$ cat config.mk
export PLATFORM = sky130hd
export DESIGN_NAME = cra_core
export DESIGN_NICKNAME = d
export VERILOG_FILES = /design/src/logic/cra_core.v
export VERILOG_INCLUDE_DIRS = /design/src /design/src/common
export SDC_FILE = /design/constraint.sdc
export NUM_CORES = 1
export LEC_CHECK = 0
export BUFFER_PORTS_ARGS = -buffer_cell sky130_fd_sc_hd__buf_2
export CAP_MARGIN = 40
export CORE_MARGIN = 4
export CORE_UTILIZATION = 50
export CTS_CLUSTER_DIAMETER = 120
export DETAILED_ROUTE_END_ITERATION = 10
export GPL_ROUTABILITY_DRIVEN = 0
export PLACE_DENSITY = 0.77
export SLEW_MARGIN = 20
export SYNTH_ARGS = -nofsm -noshare
export SYNTH_HDL_FRONTEND = slang
export SYNTH_SLANG_ARGS = --single-unit
$ cat constraint.sdc
create_clock -name core_clk_i -period 20.4 [get_ports core_clk_i]
set_input_delay 0 -clock core_clk_i [delete_from_list [all_inputs] [get_ports core_clk_i]]
set_output_delay 0 -clock core_clk_i [all_outputs]
set_load 0.05 [all_outputs]
$ cat src/common/cra_regs.vh
`ifndef CRA_REGS_VH
`define CRA_REGS_VH

// ==================================================
// Register widths
`define CRA_WORD_W        24
`define CRA_DBL_W         47
`define CRA_PC_W          16
`define CRA_COND_W        4
`define CRA_ADDR_W        18
`define CRA_SEL_W         4

// ==================================================
// Register select codes on the read port; the write port decodes all but CRA_SEL_INSTR
`define CRA_SEL_ACC       4'h0
`define CRA_SEL_BYTE      4'h1
`define CRA_SEL_EXT       4'h2
`define CRA_SEL_DBL       4'h3
`define CRA_SEL_IDX1      4'h4
`define CRA_SEL_IDX2      4'h5
`define CRA_SEL_IDX3      4'h6
`define CRA_SEL_COND      4'h7
`define CRA_SEL_PC        4'h8
`define CRA_SEL_INSTR     4'h9
`define CRA_SEL_SHIFT     4'hA

// ==================================================
// Condition flag positions
`define CRA_COND_OVF      0
`define CRA_COND_NEG      1
`define CRA_COND_ZERO     2
`define CRA_COND_POS      3

// ==================================================
// Instruction word fields
`define CRA_IN_IND        17
`define CRA_IN_X_HI       16
`define CRA_IN_X_LO       15
`define CRA_IN_DIR_HI     14
`define CRA_IN_LB_HI      15
`define CRA_IN_OPX        16
`define CRA_BYTE_HI       7
`define CRA_ACC_MSB       23

// ==================================================
// Indirect word fields
`define CRA_IW_MORE       23
`define CRA_IW_X_HI       22
`define CRA_IW_X_LO       21
`define CRA_IW_LONG       20
`define CRA_IW_STD_HI     15
`define CRA_IW_LONG_HI    17

// ==================================================
// Index field codes
`define CRA_X_NONE        2'h0
`define CRA_X_FIRST       2'h1
`define CRA_X_SECOND      2'h2
`define CRA_X_THIRD       2'h3

`endif

$ cat src/logic/cra_core.v
`timescale 1ns/1ns
`default_nettype none
`include "cra_regs.vh"

module cra_core (
    input  wire                      core_clk_i,
    input  wire                      reset_n_i,
    input  wire                      wr_en_i,
    input  wire [`CRA_SEL_W-1:0]     wr_sel_i,
    input  wire [`CRA_DBL_W-1:0]     wr_data_i,
    input  wire [`CRA_SEL_W-1:0]     rd_sel_i,
    output reg  [`CRA_DBL_W-1:0]     rd_data_o,
    input  wire                      cond_upd_i,
    input  wire [`CRA_COND_W-1:0]    cond_val_i,
    input  wire                      io_load_i,
    input  wire [`CRA_WORD_W-1:0]    io_data_i,
    output reg  [`CRA_WORD_W-1:0]    io_data_o,
    input  wire                      pc_inc_i,
    input  wire                      branch_i,
    input  wire                      branch_save_link_instr_i,
    input  wire [`CRA_PC_W-1:0]      branch_addr_i,
    output reg  [`CRA_PC_W-1:0]      link_o,
    output reg  [`CRA_ADDR_W-1:0]    fetch_addr_o,
    output reg                       fetch_xlate_o,
    input  wire                      instr_load_i,
    input  wire [`CRA_WORD_W-1:0]    instr_word_i,
    output reg  [`CRA_WORD_W-1:0]    instr_o,
    input  wire                      user_mode_i,
    input  wire                      agen_start_i,
    input  wire                      long_branch_i,
    output reg                       agen_busy_o,
    output reg                       mem_rd_o,
    output reg  [`CRA_ADDR_W-1:0]    mem_addr_o,
    output reg                       mem_xlate_o,
    input  wire                      mem_ack_i,
    input  wire [`CRA_WORD_W-1:0]    mem_rdata_i,
    output reg                       ea_valid_o,
    output reg  [`CRA_ADDR_W-1:0]    ea_o,
    output reg                       ea_xlate_o
);

    // ==================================================
    // Reset synchroniser
    reg                       rst_meta_n;
    reg                       rst_n;

    always @(posedge core_clk_i or negedge reset_n_i) begin
        if (!reset_n_i) begin
            rst_meta_n <= 1'b0;
            rst_n      <= 1'b0;
        end else begin
            rst_meta_n <= 1'b1;
            rst_n      <= rst_meta_n;
        end
    end

    // ==================================================
    // Programmer-visible registers
    reg  [`CRA_WORD_W-1:0]    acc;
    reg  [`CRA_WORD_W-1:0]    ext;
    reg  [`CRA_COND_W-1:0]    cond;
    reg  [`CRA_PC_W-1:0]      pc;
    reg  [`CRA_WORD_W-1:0]    instr;
    wire [3*`CRA_WORD_W-1:0]  idx_flat;

    wire wr_acc   = wr_en_i && (wr_sel_i == `CRA_SEL_ACC);
    wire wr_byte  = wr_en_i && (wr_sel_i == `CRA_SEL_BYTE);
    wire wr_ext   = wr_en_i && (wr_sel_i == `CRA_SEL_EXT);
    wire wr_dbl   = wr_en_i && (wr_sel_i == `CRA_SEL_DBL);
    wire wr_cond  = wr_en_i && (wr_sel_i == `CRA_SEL_COND);
    wire wr_pc    = wr_en_i && (wr_sel_i == `CRA_SEL_PC);
    wire wr_shift = wr_en_i && (wr_sel_i == `CRA_SEL_SHIFT);

    // Index register of a two-bit field; zero when no indexing
    function [`CRA_WORD_W-1:0] index_value;
        input [1:0]                 xsel;
        input [3*`CRA_WORD_W-1:0]   regs;
        begin
            case (xsel)
                `CRA_X_FIRST:  index_value = regs[`CRA_WORD_W-1:0];
                `CRA_X_SECOND: index_value = regs[2*`CRA_WORD_W-1:`CRA_WORD_W];
                `CRA_X_THIRD:  index_value = regs[3*`CRA_WORD_W-1:2*`CRA_WORD_W];
                default:       index_value = {`CRA_WORD_W{1'b0}};
            endcase
        end
    endfunction

    // Accumulator: word, byte and double views share the same flops
    always @(posedge core_clk_i or negedge rst_n) begin
        if (!rst_n) begin
            acc <= 24'h000000;
        end else if (wr_acc) begin
            acc <= wr_data_i[`CRA_WORD_W-1:0];
        end else if (wr_byte) begin
            acc[`CRA_BYTE_HI:0] <= wr_data_i[`CRA_BYTE_HI:0];
        end else if (wr_dbl) begin
            acc[`CRA_ACC_MSB-1:0] <= wr_data_i[`CRA_ACC_MSB-1:0];
        end else if (io_load_i) begin
            acc <= io_data_i;
        end
    end

    always @(posedge core_clk_i or negedge rst_n) begin
        if (!rst_n) begin
            ext <= 24'h000000;
        end else if (wr_ext) begin
            ext <= wr_data_i[`CRA_WORD_W-1:0];
        end else if (wr_dbl) begin
            ext <= wr_data_i[`CRA_DBL_W-1:`CRA_ACC_MSB];
        end
    end

    genvar g;
    generate
        for (g = 0; g < 3; g = g + 1) begin : gen_idx
            reg [`CRA_WORD_W-1:0] value;
            wire hit = wr_en_i && (wr_sel_i == `CRA_SEL_IDX1 + g);
            always @(posedge core_clk_i or negedge rst_n) begin
                if (!rst_n) begin
                    value <= 24'h000000;
                end else if (hit) begin
                    value <= wr_data_i[`CRA_WORD_W-1:0];
                end
            end
            assign idx_flat[(g+1)*`CRA_WORD_W-1:g*`CRA_WORD_W] = value;
        end
    endgenerate

    // Flag order: overflow, negative, zero, positive from bit 0 up
    always @(posedge core_clk_i or negedge rst_n) begin
        if (!rst_n) begin
            cond <= 4'h0;
        end else if (cond_upd_i) begin
            cond <= cond_val_i;
        end else if (wr_cond) begin
            cond <= wr_data_i[`CRA_COND_W-1:0];
        end
    end

    // Branches beat a plain load, which beats the advance
    always @(posedge core_clk_i or negedge rst_n) begin
        if (!rst_n) begin
            pc     <= 16'h0000;
            link_o <= 16'h0000;
        end else if (branch_save_link_instr_i) begin
            link_o <= pc;
            pc     <= branch_addr_i;
        end else if (branch_i) begin
            pc <= branch_addr_i;
        end else if (wr_pc) begin
            pc <= wr_data_i[`CRA_PC_W-1:0];
        end else if (pc_inc_i) begin
            pc <= pc + 16'h0001;
        end
    end

    // Only the fetch path writes the whole word
    always @(posedge core_clk_i or negedge rst_n) begin
        if (!rst_n) begin
            instr <= 24'h000000;
        end else if (instr_load_i) begin
            instr <= instr_word_i;
        end else if (wr_shift) begin
            instr[`CRA_BYTE_HI:0] <= wr_data_i[`CRA_BYTE_HI:0];
        end
    end

    // ==================================================
    // Read port and mirrored outputs
    reg [`CRA_DBL_W-1:0] next_rd_data;

    always @* begin
        next_rd_data = {`CRA_DBL_W{1'b0}};
        case (rd_sel_i)
            `CRA_SEL_ACC:   next_rd_data[`CRA_WORD_W-1:0] = acc;
            `CRA_SEL_BYTE:  next_rd_data[`CRA_BYTE_HI:0] = acc[`CRA_BYTE_HI:0];
            `CRA_SEL_EXT:   next_rd_data[`CRA_WORD_W-1:0] = ext;
            `CRA_SEL_DBL:   next_rd_data = {ext, acc[`CRA_ACC_MSB-1:0]};
            `CRA_SEL_IDX1:  next_rd_data[`CRA_WORD_W-1:0] = index_value(`CRA_X_FIRST, idx_flat);
            `CRA_SEL_IDX2:  next_rd_data[`CRA_WORD_W-1:0] = index_value(`CRA_X_SECOND, idx_flat);
            `CRA_SEL_IDX3:  next_rd_data[`CRA_WORD_W-1:0] = index_value(`CRA_X_THIRD, idx_flat);
            `CRA_SEL_COND:  next_rd_data[`CRA_COND_W-1:0] = cond;
            `CRA_SEL_PC:    next_rd_data[`CRA_PC_W-1:0] = pc;
            `CRA_SEL_INSTR: next_rd_data[`CRA_WORD_W-1:0] = instr;
            `CRA_SEL_SHIFT: next_rd_data[`CRA_BYTE_HI:0] = instr[`CRA_BYTE_HI:0];
            default:        next_rd_data = {`CRA_DBL_W{1'b0}};
        endcase
    end

    // Mirrors lag their register by one cycle
    always @(posedge core_clk_i or negedge rst_n) begin
        if (!rst_n) begin
            rd_data_o     <= 47'h000000000000;
            io_data_o     <= 24'h000000;
            instr_o       <= 24'h000000;
            fetch_addr_o  <= 18'h00000;
            fetch_xlate_o <= 1'b0;
        end else begin
            rd_data_o     <= next_rd_data;
            io_data_o     <= acc;
            instr_o       <= instr;
            fetch_addr_o  <= {2'b00, pc};
            fetch_xlate_o <= user_mode_i;
        end
    end

    // ==================================================
    // Effective address generation
    localparam [2:0] ST_IDLE = 3'b001;
    localparam [2:0] ST_WAIT = 3'b010;
    localparam [2:0] ST_DONE = 3'b100;

    reg  [2:0]               state;
    reg  [2:0]               next_state;
    reg  [`CRA_ADDR_W-1:0]   next_addr;
    reg                      next_more;
    reg  [`CRA_PC_W-1:0]     base16;
    reg  [`CRA_WORD_W-1:0]   xval;
    reg  [`CRA_WORD_W-1:0]   iw_xval;

    // Address of the first level, from the instruction
    always @* begin
        base16 = 16'h0000;
        xval   = {`CRA_WORD_W{1'b0}};
        if (long_branch_i) begin
            base16 = instr[`CRA_IN_LB_HI:0];
        end else begin
            base16 = {pc[`CRA_PC_W-1], instr[`CRA_IN_DIR_HI:0]};
            xval   = index_value(instr[`CRA_IN_X_HI:`CRA_IN_X_LO], idx_flat);
        end
    end

    // Next address of a chain: instruction level or indirect word
    always @* begin
        next_addr = {`CRA_ADDR_W{1'b0}};
        next_more = 1'b0;
        iw_xval   = index_value(mem_rdata_i[`CRA_IW_X_HI:`CRA_IW_X_LO], idx_flat);
        if (state == ST_IDLE) begin
            next_addr = {2'b00, base16 + xval[`CRA_PC_W-1:0]};
            next_more = instr[`CRA_IN_IND];
        end else if (mem_rdata_i[`CRA_IW_LONG]) begin
            next_addr = mem_rdata_i[`CRA_IW_LONG_HI:0] + iw_xval[`CRA_ADDR_W-1:0];
            next_more = mem_rdata_i[`CRA_IW_MORE];
        end else begin
            next_addr = {2'b00, mem_rdata_i[`CRA_IW_STD_HI:0] + iw_xval[`CRA_PC_W-1:0]};
            next_more = mem_rdata_i[`CRA_IW_MORE];
        end
    end

    always @* begin
        next_state = state;
        case (state)
            ST_IDLE: begin
                if (agen_start_i) begin
                    next_state = next_more ? ST_WAIT : ST_DONE;
                end
            end
            ST_WAIT: begin
                if (mem_ack_i) begin
                    next_state = next_more ? ST_WAIT : ST_DONE;
                end
            end
            ST_DONE: begin
                next_state = ST_IDLE;
            end
            default: begin
                next_state = ST_IDLE;
            end
        endcase
    end

    // Translation flag follows the mode at each request
    always @(posedge core_clk_i or negedge rst_n) begin
        if (!rst_n) begin
            state       <= ST_IDLE;
            agen_busy_o <= 1'b0;
            mem_rd_o    <= 1'b0;
            mem_addr_o  <= 18'h00000;
            mem_xlate_o <= 1'b0;
            ea_valid_o  <= 1'b0;
            ea_o        <= 18'h00000;
            ea_xlate_o  <= 1'b0;
        end else begin
            state      <= next_state;
            mem_rd_o   <= 1'b0;
            ea_valid_o <= 1'b0;
            agen_busy_o <= (next_state != ST_IDLE);
            if ((state == ST_IDLE && agen_start_i) || (state == ST_WAIT && mem_ack_i)) begin
                if (next_more) begin
                    mem_rd_o    <= 1'b1;
                    mem_addr_o  <= next_addr;
                    mem_xlate_o <= user_mode_i;
                end else begin
                    ea_valid_o  <= 1'b1;
                    ea_o        <= next_addr;
                    ea_xlate_o  <= user_mode_i;
                end
            end
        end
    end

endmodule // cra_core

`default_nettype wire

==> summary.md <==
| Metric | Value |
|---|---|
| Top FF cell, synth | `dfrtp_1` |
| # DRC | `0` |
| Worst slew margin | `42.6%` |
| Library cells used by synthesis | `63` |
| Largest net degree at the start of global routing | `between 60 and 70` |
| Starting Density | `51.3%` |
| Vias | `13900` |
| Met3 usage | `7.00%` |
| # H-tree levels | `2` |
| Least-Margin Pin Slew | `0.861 ns` |
| CP Max Fanout | `22` |
| Power density over the cells | `111 mW/mm2` |
| Kind of critical path | `flip-flop to flip-flop` |
| Top post-synthesis cells by area | `dfrtp_1 (53%), mux2_2 (11%), mux2i_1 (4.9%), a21oi_1 (2.8%), ha_1 (2.6%)` |
| Worst Hold Class | `primary input to flip-flop` |
| Post-CTS Resized | `0` |
| CTS tree | `done` |
| Final Slew Violations | `0` |
| VDD IR-drop max | `0.0751 mV` |
| CP Launch Point | `instr[15]$_DFFE_PN0P_` |
| Worst setup path end | `mem_addr_o[14]$_DFFE_PN0P_` |
| Area leader, netlist | `dfrtp_1` |
| Cells after DPL | `2073` |
| Port buffer count | `326` |
| Mean Syn Cell Area | `11.3 um2` |
| Clock skew | `roughly 0.021 ns` |
| Max Freq | `269 MHz` |
| DP Worst Slack | `16.81 ns` |
| # Max-Cap Violations | `0` |
| Die W | `186 um` |
| Layout cells sized above 1 | `30.3%` |
| Final #Nets | `2105` |
| Drt first pass iters | `7` |
| DRT Wirelength | `54300 um` |
| Period minus WS final | `3.72 ns` |
| Die area | `0.0346 mm2` |
| Starting DRT DRC Count | `1429` |
| Syn Inst Count | `1400` |
| Global Route met2 Usage | `50.7%` |
| Core Area | `0.0309 mm2` |
| Antenna violations before repair | `1` |
| Seq/Total Area, Yosys | `53.3%` |
| R2R Setup Slk | `about 17 ns` |
| Final period util | `between 10% and 20%` |
| Post-synth EDFFs | `0` |
| R2R cell count | `14` |
| Top cell type's share of synthesized area | `53.2%` |
| Drt via density | `5.94` |
| First-pass GRT wire length | `82700 um` |
| Met1 Usage GRT | `40.9%` |
| P&R area growth vs syn | `33.7%` |
| Clock Pin Slew Worst Setup and Hold Paths | `approximately 0.06 ns` |
| Detail Placement HPWL | `36100 um` |
| FF-to-FF Start | `instr[15]$_DFFE_PN0P_` |
| Setup crit end kind | `flip-flop` |
| Synthesized cell area | `0.0159 mm2` |
| Gr busiest metal | `met2` |
| Final worst slack | `~17 ns` |
| Worst-Skew Late Latency | `0.53 ns` |
| Critical path launch point type | `flip-flop` |
| RSZ-0062 raised after global routing | `false` |
| Synthesized flop and latch total | `between 300 and 400` |
| DRT antenna net count | `0` |
| FF-to-FF End | `mem_addr_o[14]$_DFFE_PN0P_` |
| Setup-failing EPs final | `0` |
| Vias in the first global route | `approximately 14000` |
| Post-CTS setup buffers | `0` |
| DR WL/cell | `23.2 um` |
| # rows | `64` |
| Most frequent cells in the layout | `dfrtp_1 (336), buf_2 (327), dlygate4sd3_1 (194), mux2_2 (149)` |
| Setup TNS | `0 ns` |
| Final hold violation count | `0` |
| Cell Count, Final, Fillers Out | `roughly 2300` |
| Gr usage total | `30.9%` |
| Status | `complete, no violations` |
| Die height | `186 um` |
| Clk root buf | `clkbuf_16` |
| CP Data Required Time | `around 21 ns` |
| Post-synth ARST share | `between 90% and 100%` |
| Leakage | `10.1 nW` |
| Remaining global-route overflow | `0` |
| Clock buffer count from CTS | `37` |
| Sink Count | `338` |
| Commonest non-fill, non-tap cell in the layout | `dfrtp_1` |
| Yosys warnings | `0` |
| Crit path DAT | `4.08 ns` |
| Hold_ws | `0.0284 ns` |
| Filler instances | `2227` |
| # IOs | `331` |
| Bufs on Longest Clock Path | `3` |
[power breakdown]
group,internal [mW],switching (mW)
Sequential,0.796,0.0996
Clock,0.410,0.271
Combinational,0.271,0.511
Total,1.48,0.881
[synthesized netlist by cell type, types with 4 or more instances]
cell,n
o21ai_1,10
mux2i_1,77
nor2b_1,9
nand2_1,105
o21ai_0,71
dfrtp_1,337
buf_2,24
a21o_1,9
a31oi_1,5
nand3b_1,6
mux2_2,149
xor2_1,15
nor2_1,108
nand2b_1,12
a22o_1,18
ha_1,33
or3_1,4
a21oi_1,89
nand4_1,6
and3_1,5
nor3_1,11
a221oi_1,8
inv_1,17
o31ai_1,6
a22oi_1,50
o22ai_1,6
buf_1,8
a222oi_1,21
and2_1,24
clkbuf_1,45
xnor2_1,28
a211oi_1,6
nand3_1,32
[state kept, by name, summed over array words and instances (netlist names), 3 cells and up]
register / cells
fetch_addr_o: 16
gen_idx.value: 72
mem_addr_o: 18
pc: 16
ext: 24
instr_o: 24
cond: 4
instr: 24
io_data_o: 24
ea_o: 18
rd_data_o: 47
link_o: 16
state: 3
acc: 24
[worst min path at each step]
stage	start	to	slack, ns	cells after the start
2_1_floorplan	reset_n_i	rst_meta_n$_DFF_PN0_	-0.30	0
3_3_place_gp	reset_n_i	rst_meta_n$_DFF_PN0_	-0.22	1
3_5_place_dp	reset_n_i	rst_meta_n$_DFF_PN0_	-0.21	1
4_1_cts	rd_sel_i[2]	rd_data_o[24]$_DFF_PN0_	0.01	3
5_1_grt	branch_save_link_instr_i	link_o[1]$_DFFE_PN0P_	0.04	2
6_report	branch_save_link_instr_i	link_o[4]$_DFFE_PN0P_	0.03	2
[cells by family after synthesis]
| logic type | Yosys count | share of synthesized area (%) |
|---|---|---|
| buffers and inverters | 98 | 2.65 |
| other | 2 | 0.0473 |
| adders and majority gates | 35 | 2.85 |
| and+or+nand+nor | 334 | 9.73 |
| AOI/OAI and AO/OA | 324 | 13.6 |
| DFF | 338 | 53.3 |
| xor gates and xnor gates | 43 | 2.37 |
| muxes | 226 | 15.4 |
[worst max-delay path, cell delays in order (launching register included)]
cell and delay [ns]:
dfrtp_1 0.35, buf_4 0.23, nor2b_1 0.17, buf_4 0.22, a22oi_1 0.27, nor2_1 0.09
ha_1 0.23, fa_1 0.41, a21oi_1 0.31, o31ai_4 0.12, a221oi_2 0.33, nor2_1 0.13
or4_1 0.41, nand3_1 0.16, a221oi_1 0.11
[repair_timing]
| action | 4_1_cts | 5_1_grt |
|---|---|---|
| setup endpoints to repair | 0 | 0 |
| hold buffers | 194 | 0 |
| hold endpoints to repair | 188 | 0 |
[layer usage]
layer	share of wire [%]	up-vias	wire length (um)
li1	-	6074	-
met1	39	6808	21100
met2	48	851	25800
met3	10	138	5490
met4	3.5	0	1900
met5	0	-	0
[stage by stage]
stage                     area [um2]  power, mW  utilization [%]
after floorplan                15900       1.42                -
after global placement         17800       1.60             57.7
after detailed placement       18000       1.63             58.4
after CTS                      21200       2.35             68.6
after global routing           21200       2.46             68.6
final                          21200       2.36             68.6
[area by class of cell]
| class | instances | area [um2] | area share, % |
|---|---|---|---|
| multi-input combinational | 965 | 7030 | 33.1 |
| clock inverter | 5 | 78.8 | 0.372 |
| sequential | 338 | 8460 | 39.9 |
| clock buffer | 62 | 1150 | 5.43 |
| antenna | 1 | 2.50 | 0.0118 |
| timing repair buffer | 551 | 3930 | 18.5 |
| inverter | 17 | 63.8 | 0.301 |
| tap | 396 | 495 | 2.34 |
Power figures use the tool's default switching activity.
